==> config.mk <==
export PLATFORM = sky130hd
export DESIGN_NAME = lra_open_loop_fallback_ctrl
export DESIGN_NICKNAME = d
export VERILOG_FILES = /design/src/shared/lra_ol_pkg.sv /design/src/hdl/lra_open_loop_fallback_ctrl.sv
export VERILOG_INCLUDE_DIRS = /design/src /design/src/shared
export SDC_FILE = /design/constraint.sdc
export NUM_CORES = 1
export LEC_CHECK = 0
export BUFFER_PORTS_ARGS = -buffer_cell sky130_fd_sc_hd__buf_2
export CAP_MARGIN = 20
export CORE_ASPECT_RATIO = 1.75
export CORE_MARGIN = 2
export CORE_UTILIZATION = 51
export DETAILED_ROUTE_END_ITERATION = 12
export PLACE_DENSITY = 0.68
export SYNTH_ARGS = -nofsm -noshare
export SYNTH_HDL_FRONTEND = slang
export SYNTH_SLANG_ARGS = --single-unit
export TNS_END_PERCENT = 1
==> constraint.sdc <==
create_clock -name sys_clk -period 2.9 [get_ports sys_clk]
set_clock_uncertainty 0.05 [all_clocks]
set_input_delay 0.145 -clock sys_clk [delete_from_list [all_inputs] [get_ports sys_clk]]
set_output_delay 0.145 -clock sys_clk [all_outputs]
set_load 0.02 [all_outputs]
==> src/shared/lra_ol_cfg.svh <==
`ifndef LRA_OL_CFG_SVH
`define LRA_OL_CFG_SVH
// Register offsets
`define OFS_FALLBACK_CTRL 8'h2C
`define OFS_PERIOD_HIGH 8'h2E
`define OFS_PERIOD_LOW 8'h2F
// Control field positions
`define BIT_AUTO_FALLBACK 7
`define POS_ATTEMPT_HI 6
`define POS_ATTEMPT_LO 5
`define BIT_SHAPE 0
// Reset values
`define RST_FALLBACK_CTRL 8'h00
`define RST_PERIOD 10'h0C6
// Attempt threshold for code 0
`define ATTEMPT_BASE 3'h3
// Open-loop period step: 24.615 us, in ns
`define STEP_NS 24615
`define CLK_NS 100
// Cycles per step, rounded down (shorter step)
`define STEP_CYC (`STEP_NS / `CLK_NS)
`endif

==> src/shared/lra_ol_pkg.sv <==
package lra_ol_pkg;
    typedef enum logic [1:0] {
        ST_IDLE,
        ST_CLOSED,
        ST_OPEN
    } loop_state_t;
    typedef enum logic {
        SHAPE_SQUARE,
        SHAPE_SINE
    } shape_t;
endpackage

==> src/hdl/lra_open_loop_fallback_ctrl.sv <==
`timescale 1ns/1ns
`include "lra_ol_cfg.svh"
module lra_open_loop_fallback_ctrl (
    input wire logic sys_clk,
    input wire logic rst_b,
    input wire logic reg_wr,
    input wire logic [7:0] reg_addr,
    input wire logic [7:0] reg_wdata,
    output logic [7:0] reg_rdata,
    input wire logic drive_start,
    input wire logic drive_stop,
    input wire logic force_open_loop,
    input wire logic zero_cross_event,
    input wire logic zero_cross_miss,
    output lra_ol_pkg::loop_state_t loop_state,
    output lra_ol_pkg::shape_t drive_shape,
    output logic open_loop_active,
    output logic period_tick,
    output logic drive_phase
);
    import lra_ol_pkg::*;

    logic [7:0] ctrl_ff;
    logic [9:0] period_ff;
    loop_state_t state_ff;
    loop_state_t nxt_state;
    logic [2:0] fail_ff;
    logic [2:0] nxt_fail;
    logic fallback_ff;
    logic nxt_fallback;
    logic [7:0] step_ff;
    logic [9:0] unit_ff;
    logic tick_ff;
    logic phase_ff;

    wire sel_ctrl = reg_addr == `OFS_FALLBACK_CTRL;
    wire sel_hi = reg_addr == `OFS_PERIOD_HIGH;
    wire sel_lo = reg_addr == `OFS_PERIOD_LOW;
    wire auto_en = ctrl_ff[`BIT_AUTO_FALLBACK];
    wire [1:0] attempt_code = ctrl_ff[`POS_ATTEMPT_HI:`POS_ATTEMPT_LO];
    // Code 0..3 maps to 3..6 failures
    wire [2:0] threshold = `ATTEMPT_BASE + {1'b0, attempt_code};
    wire fail_hit = (fail_ff + 3'h1) >= threshold;

    // Read data per register; unused high bits read as zero
    wire [7:0] rd_ctrl = ctrl_ff;
    wire [7:0] rd_hi = {6'h00, period_ff[9:8]};
    wire [7:0] rd_lo = period_ff[7:0];

    // Reads decode the same offsets; unmapped reads return zero
    always_comb begin
        if (sel_ctrl) begin
            reg_rdata = rd_ctrl;
        end else if (sel_hi) begin
            reg_rdata = rd_hi;
        end else if (sel_lo) begin
            reg_rdata = rd_lo;
        end else begin
            reg_rdata = 8'h00;
        end
    end

    // Write decode; one strobe per register
    wire wr_ctrl = reg_wr && sel_ctrl;
    wire wr_hi = reg_wr && sel_hi;
    wire wr_lo = reg_wr && sel_lo;
    wire [7:0] nxt_ctrl = wr_ctrl ? reg_wdata : ctrl_ff;
    // Each byte lands alone; the other half keeps its value
    wire [9:0] nxt_period = wr_hi ? {reg_wdata[1:0], period_ff[7:0]}
        : wr_lo ? {period_ff[9:8], reg_wdata} : period_ff;

    always_ff @(posedge sys_clk or negedge rst_b) begin
        if (!rst_b) begin
            ctrl_ff <= `RST_FALLBACK_CTRL;
        end else begin
            ctrl_ff <= nxt_ctrl;
        end
    end

    always_ff @(posedge sys_clk or negedge rst_b) begin
        if (!rst_b) begin
            period_ff <= `RST_PERIOD;
        end else begin
            period_ff <= nxt_period;
        end
    end

    always_comb begin
        nxt_state = state_ff;
        nxt_fail = fail_ff;
        nxt_fallback = fallback_ff;
        case (state_ff)
            ST_IDLE: begin
                if (drive_start) begin
                    nxt_fail = 3'h0;
                    nxt_fallback = 1'b0;
                    nxt_state = force_open_loop ? ST_OPEN : ST_CLOSED;
                end
            end
            ST_CLOSED: begin
                // Stop first; a good crossing then beats a miss,
                // so only an unbroken run of misses reaches the limit
                if (drive_stop) begin
                    nxt_state = ST_IDLE;
                end else if (zero_cross_event) begin
                    nxt_fail = 3'h0;
                end else if (zero_cross_miss && auto_en) begin
                    if (fail_hit) begin
                        nxt_state = ST_OPEN;
                        nxt_fallback = 1'b1;
                        nxt_fail = 3'h0;
                    end else begin
                        nxt_fail = fail_ff + 3'h1;
                    end
                end
            end
            ST_OPEN: begin
                if (drive_stop) begin
                    nxt_state = ST_IDLE;
                end
            end
            default: nxt_state = ST_IDLE;
        endcase
    end

    always_ff @(posedge sys_clk or negedge rst_b) begin
        if (!rst_b) begin
            state_ff <= ST_IDLE;
        end else begin
            state_ff <= nxt_state;
        end
    end

    always_ff @(posedge sys_clk or negedge rst_b) begin
        if (!rst_b) begin
            fail_ff <= 3'h0;
        end else begin
            fail_ff <= nxt_fail;
        end
    end

    always_ff @(posedge sys_clk or negedge rst_b) begin
        if (!rst_b) begin
            fallback_ff <= 1'b0;
        end else begin
            fallback_ff <= nxt_fallback;
        end
    end

    // Step counter: one unit every STEP_CYC clocks, about 24.6 us.
    // Rounding the step down to whole clocks leaves each unit
    // 15 ns short of the nominal step
    localparam logic [7:0] STEP_LAST = 8'(`STEP_CYC - 1);
    wire in_open = state_ff == ST_OPEN;
    wire step_end = step_ff == STEP_LAST;
    wire [9:0] unit_inc = unit_ff + 10'h001;
    wire [9:0] half_units = {1'b0, period_ff[9:1]};

    // The period ends after the full count of units, so an odd value
    // keeps its whole length; 0 and 1 end a period at every unit
    wire period_end = step_end && (unit_inc >= period_ff);
    // Phase goes high at mid-period and low again at its end
    wire half_hit = step_end && (unit_inc == half_units);

    // Counters rest at zero outside open loop, so each entry starts a
    // fresh period
    wire [7:0] nxt_step = (!in_open || step_end) ? 8'h00
        : step_ff + 8'h01;
    wire [9:0] nxt_unit = (!in_open || period_end) ? 10'h000
        : unit_ff + {9'h000, step_end};
    wire nxt_tick = in_open && period_end;
    wire nxt_phase = in_open && !period_end && (half_hit || phase_ff);

    always_ff @(posedge sys_clk or negedge rst_b) begin
        if (!rst_b) begin
            step_ff <= 8'h00;
        end else begin
            step_ff <= nxt_step;
        end
    end

    always_ff @(posedge sys_clk or negedge rst_b) begin
        if (!rst_b) begin
            unit_ff <= 10'h000;
        end else begin
            unit_ff <= nxt_unit;
        end
    end

    always_ff @(posedge sys_clk or negedge rst_b) begin
        if (!rst_b) begin
            tick_ff <= 1'b0;
        end else begin
            tick_ff <= nxt_tick;
        end
    end

    always_ff @(posedge sys_clk or negedge rst_b) begin
        if (!rst_b) begin
            phase_ff <= 1'b0;
        end else begin
            phase_ff <= nxt_phase;
        end
    end

    assign loop_state = state_ff;
    assign open_loop_active = in_open;
    assign period_tick = tick_ff;
    assign drive_phase = phase_ff;
    // Fallback forces square until the next start; otherwise the
    // shape bit decides
    wire shape_bit = ctrl_ff[`BIT_SHAPE];
    wire force_square = fallback_ff || !shape_bit;
    assign drive_shape = force_square ? SHAPE_SQUARE : SHAPE_SINE;
endmodule

==> reports/results.ini, run 1 <==
[critical_path]
critical_path_required_ns=3.08
critPathLaunchType=flip-flop
crit_type=flip-flop to flip-flop
cp-end-kind=flip-flop
path_max_fanout=9
arrival_ns=2.75

[min_path]
hold_class=input pin to flip-flop

[yosys]
synth-seq-cells=44
synth.cell_area_mm2=0.00283
avgSynthCellArea_um2=9.87
synth-edff-count=0
syn_nets=331
synth_flop_cell=dfrtp_1
synthDistinctLibCells=53
syn_inst=287
yosys_warnings=0
seq_area_frac_synth_pct=39.0
ys_async_sr_fraction_pct=100

[route]
drt_iter0_markers=73
wirelength_mm=5.89
vias=2207
ant_nets=0
routedWlPerCell_um=14.5
drt-pass1-iter-count=4
post-route-drc-count=0
viasPerCell=5.42

[floorplan]
core_mm2=0.00530
initial_utilization_pct=53.5
die_y_um=103
ios=38
dieArea_mm2=0.00619
die_x_um=60.3
fp-row-count=35

[cells_and_area]
area_growth_syn_to_layout_pct=14.8
register_area_mm2=0.00111
antenna_cells=0
multiInputGateArea_mm2=0.00161
final_common_cell=dfrtp_1
drive_above_1_share_pct=26.4
nNetsFinal=376
fillerInstances=471
final_cell_mix=40 x dfrtp_1, 37 x buf_2, 31 x nor2_1

[grt]
grt_pass1_wl_mm=10.2
grt-busiest-layer=met2
met1_usage_pct=25.4
grt.total_usage_pct=21.8
overflow=0
grt_max_degree=45
use_met3_pct=2.76
antenna_found_initial=0
gr-usage-met2_pct=38.4
grt_pass1_vias=2315

[power]
peakVddDrop_mv=0.426
leakagePower_nw=1.55
power.density_mw_per_mm2=425

[sta]
fmax_ghz=0.389
worst_hold_slack_ns=0.0328
maxSlewViolCount=0
tns_ns=0
slew_headroom_pct=74.1
hold_viol_final=0
finalCritPeriodShare_pct=88.6
worst_slew_pin_slew_ns=0.386
rsz0062_at_grt=false
finalSetupViolCount=0
fin_ws_ns=0.330
post-route-min-period_ns=2.57

[placement]
place_worst_setup_slack_ns=0.0455
io_buffer_count=37
dp_hpwl_mm=4.60
place.gp.congestion=0.868

[clock_network]
clk_path_buf_depth=2
htreeDepth=2
cts_tree=yes
clk_latency_ns=0.30
clock-root-buffer=clkbuf_8
path_clk_slew_ns=0.08
cts_buffers=5
clkSinkCount=44

[flow_run]
drv_cap=0

[status]
status=complete, no violations

synthesized netlist by cell type (all sizes together), types with 7 or more instances:
cell type / count / area [µm²]
mux2: 17 / 195
xor2: 12 / 113
nor3: 7 / 51.3
ha: 20 / 250
nor2: 33 / 134
inv: 20 / 75.1
o21ai: 8 / 40.0
a21oi: 8 / 40.0
nand2: 20 / 85.1
nand3: 14 / 92.6
dfrtp: 40 / 1000
xnor2: 17 / 149
worst max-delay path: stages (launching register included):
cell and delay (ns):
dfrtp_1 0.43, ha_1 0.33, nand4_1 0.15, nor2_1 0.18
xor2_1 0.10, ha_1 0.21, a2111oi_2 0.36, o21ai_0 0.15
nand4_1 0.20, nand2_2 0.19, nor2_1 0.16
area by class of cell:
cell class	count	share of cell area (%)
multi-input combinational	214	49.6
sequential	44	34.0
timing repair buffer	47	8.46
tap	74	2.85
clock buffer	8	2.77
inverter	20	2.31
timing repair:
action	in CTS	in global routing
endpoints found under the hold margin	27	0
endpoints found under the setup margin	0	9
gates resized for setup	0	3
hold buffers	1	0
setup buffers	0	0
kinds of logic (layout without fill, tap and decap cells):
logic type	after synthesis	after routing	share of synthesized area, %
AOI/OAI and AO/OA	41	41	10.1
xor gates and xnor gates	29	29	9.23
adders and majority gates	20	20	8.83
buffers and inverters	29	75	4.28
DFF	44	44	39.0
muxes	20	20	7.95
and+or+nand+nor	104	104	20.5
metal layers:
metal,up-vias,wire length (µm),part of all wire [%]
li1,1090,-,-
met1,1052,2390,41
met2,48,3180,54
met3,17,159,2.7
met4,0,164,2.8
met5,-,0,0
worst paths after layout:
check / from / end / slack, ns / cells past startpoint
max in group asynchronous: rst_b / period_ff[7] / 2.10 / 3
worst min register to register: ctrl_ff[2] / ctrl_ff[2] / 0.46 / 1
worst max register to register: unit_ff[1] / unit_ff[5] / 0.33 / 10
worst min-delay path: reg_wdata[0] / period_ff[8] / 0.03 / 3
min in group asynchronous: rst_b / ctrl_ff[4] / 0.18 / 2
worst max-delay path: unit_ff[1] / unit_ff[5] / 0.33 / 10
state kept, by name (all words and copies together), names as in the netlist:
register     cells
ctrl_ff          8
drive_phase      1
fail_ff          3
fallback_ff      1
loop_state       2
period_ff       10
period_tick      1
step_ff          8
unit_ff         10
report_power, final:
group / leakage (nW) / switching [W] / internal [W]
combinational: 0.923 / 0.000167 / 0.000106
sequential: 0.584 / 0.0000600 / 0.000656
clock: 0.0455 / 0.000199 / 0.000194
per-stage QoR:
stage | util, % | instance area [µm²] | power, W | instances
2_1_floorplan | - | 2830 | 0.000896 | 287
4_1_cts | 60.9 | 3220 | 0.00139 | 406
5_1_grt | 61.4 | 3250 | 0.00147 | 407
3_5_place_dp | 59.0 | 3120 | 0.000999 | 397
6_report | 61.4 | 3250 | 0.00138 | 407
3_3_place_gp | 59.0 | 3120 | 0.000995 | 397
Power figures use the tool's default switching activity.
==> run 2, diff against run 1 <==
Settings changed: CORE_UTILIZATION 51 to 58, PLACE_DENSITY 0.68 to 0.82.
==> run 2 against run 1 <==
Effect of this change: sequential share of layout area hardly changed; non-clock buffer count decreased by 1; critical path depth decreased by 1; combinational power about the same; critical endpoint is now unit_ff[6].
==> reports/results.ini, run 2 (synthesis gave the netlist of run 1 again) <==
[route]
wirelength_mm=6.05  ; +2.6%
viasPerCell=5.80  ; +6.9%
vias=2226  ; +0.86%
drt_iter0_markers=54  ; -26%
post-route-drc-count=0  ; unchanged
wl_met1_mm=2.29  ; -4.1%
ant_nets=0  ; unchanged
routedWlPerCell_um=15.7  ; +8.7%
wl_met2_mm=3.38  ; +6.2%
wl_met3_um=175  ; +10%
drt-pass1-iter-count=4  ; unchanged
top_layer_used=met4

[critical_path]
arrival_ns=2.78  ; +0.03 ns
critical_path_required_ns=3.08  ; about the same
ff2ff_setup_slack_ns=0.30  ; -0.03 ns
r2r_end=unit_ff[6]
crit_path_max_incr_delay_ns=0.47  ; +0.04 ns
crit_chain=nand3_2, nor3_2, xor2_2, ha_1, a2111oi_2, o21ai_0, nand4_1, nand2_2, nor2_1
critPathBufInv=0  ; unchanged
crit_path_top_delay_cell=dfrtp_1
worst_r2r_path_depth=9  ; -1
critPathLaunchType=flip-flop
crit_family=simple AND/OR/NAND/NOR gates
reg2reg_from=unit_ff[4]
cp-end-kind=flip-flop
path_max_fanout=9  ; unchanged
crit_type=flip-flop to flip-flop

[floorplan]
core_mm2=0.00471  ; -11%
fp-row-count=33  ; -5.7%
die_y_um=96.5  ; -6.0%
die_x_um=56.8  ; -5.8%
dieArea_mm2=0.00548  ; -11%
initial_utilization_pct=60.2  ; +6.7 points
ios=38  ; unchanged

[sta]
tns_ns=0  ; unchanged
slew_headroom_pct=73.2  ; -0.87 points
rsz0062_at_grt=false
worst_slew_pin_slew_ns=0.399  ; +0.0129 ns
fmax_ghz=0.384  ; -1.2%
post-route-min-period_ns=2.60  ; +0.0310 ns
finalSetupViolCount=0  ; unchanged
hold_viol_final=0  ; unchanged
maxSlewViolCount=0  ; unchanged
finalCritPeriodShare_pct=89.7  ; +1.1 points

[cells_and_area]
final_common_cell=dfrtp_1
reg_top3=period_ff (10), unit_ff (10)
final_cell_mix=40 x dfrtp_1, 37 x buf_2, 31 x nor2_1
design_area_mm2=0.00325  ; -0.12%
multiInputGateArea_mm2=0.00161  ; unchanged
area_growth_syn_to_layout_pct=14.7
antenna_cells=0  ; unchanged
register_area_mm2=0.00111  ; unchanged
nNetsFinal=375  ; -0.27%
fillerInstances=374  ; -21%
drive_above_1_share_pct=26.8  ; +0.38 points

[status]
status=complete, no violations

[placement]
dp_hpwl_mm=4.52  ; -1.7%
place.gp.congestion=0.939  ; +8.2%
place_area_mm2=0.00309  ; -1.1%
io_buffer_count=37  ; unchanged

[grt]
grt.total_usage_pct=23.9  ; +2.1 points
antenna_found_initial=0  ; unchanged
overflow=0  ; unchanged
grt_pass1_vias=2265  ; -2.2%
grt_pass1_wl_mm=10.0  ; -2.2%
grt_max_degree=45  ; unchanged

[min_path]
hold_class=input pin to flip-flop
hold_depth=2  ; -1
min_from=reg_wdata[3]
hold_end=ctrl_ff[3]

[clock_network]
path_clk_slew_ns=0.09  ; about the same
clkSinkCount=44  ; unchanged
cts_setup_buffers=0  ; unchanged
clock-root-buffer=clkbuf_8
cts_buffers=5  ; unchanged
clk_path_buf_depth=2  ; unchanged
clk_latency_ns=0.30  ; about the same
htreeDepth=2  ; unchanged
cts_tree=yes

[power]
leakagePower_nw=1.56  ; +0.67%
power.density_mw_per_mm2=458  ; +7.9%
peakVddDrop_mv=0.386  ; -9.4%

[flow_run]
drv_cap=0  ; unchanged

run 2: cell types whose count changed in the layout (fill, tap and decap cells not counted):
| cell | change |
|---|---|
| clkbuf_1 | -2 |
| buf_4 | -1 |
| bufinv_16 | +1 |
| clkinv_4 | +1 |
run 2: area by class of cell:
| class | instances | area share, % |
|---|---|---|
| Inverter | 20 | 2.31 |
| Multi-Input combinational cell | 214 | 49.7 |
| Clock inverter | 2 | 1.19 |
| Timing Repair Buffer | 46 | 8.24 |
| Clock buffer | 6 | 2.54 |
| Tap cell | 52 | 2.00 |
| Sequential cell | 44 | 34.0 |
run 2: stage by stage:
step / setup slack, ns / std cells / hold WS [ns] / util (%) / power [W]
6_report: 0.299 / 384 / 0.0331 / 69.0 / 0.00149
5_1_grt: 0.0572 / 384 / 0.0353 / 69.0 / 0.00157
4_1_cts: 0.00708 / 383 / 0.0329 / 68.4 / 0.00149
3_5_place_dp: 0.0567 / 374 / 0.301 / 65.6 / 0.000996
3_3_place_gp: 0.132 / 374 / 0.290 / 65.6 / 0.000988
2_1_floorplan: 0.485 / 287 / -0.201 / - / 0.000896
run 2: where the power goes:
part           switching (W)  internal [W]  leakage (nW)
combinational       0.000165      0.000106         0.917
clock               0.000218      0.000282        0.0614
sequential         0.0000632      0.000656         0.584
total               0.000446       0.00104          1.56
run 2: worst max-delay path by stage:
stage | endpoint | cells past startpoint | slack (ns) | from
floorplan | drive_phase | 10 | 0.48 | unit_ff[2]
global placement | unit_ff[2] | 10 | 0.13 | unit_ff[1]
detailed placement | unit_ff[2] | 9 | 0.06 | unit_ff[4]
CTS | unit_ff[6] | 9 | 0.007 | unit_ff[4]
global route | drive_phase | 9 | 0.06 | unit_ff[4]
finish | unit_ff[6] | 9 | 0.30 | unit_ff[4]
run 2: what timing repair did:
| item | 4_1_cts | 5_1_grt |
|---|---|---|
| resized for setup | 0 | 3 |
| setup endpoints to repair | 0 | 9 |
| hold buffers | 1 | 0 |
| hold endpoints to repair | 40 | 0 |
run 2: metal layers:
layer | global-route usage [%] | up-vias
met4 | 10.9 | 0
met5 | 0 | -
met1 | 24.0 | 1089
met2 | 47.7 | 41
li1 | - | 1081
met3 | 2.93 | 15
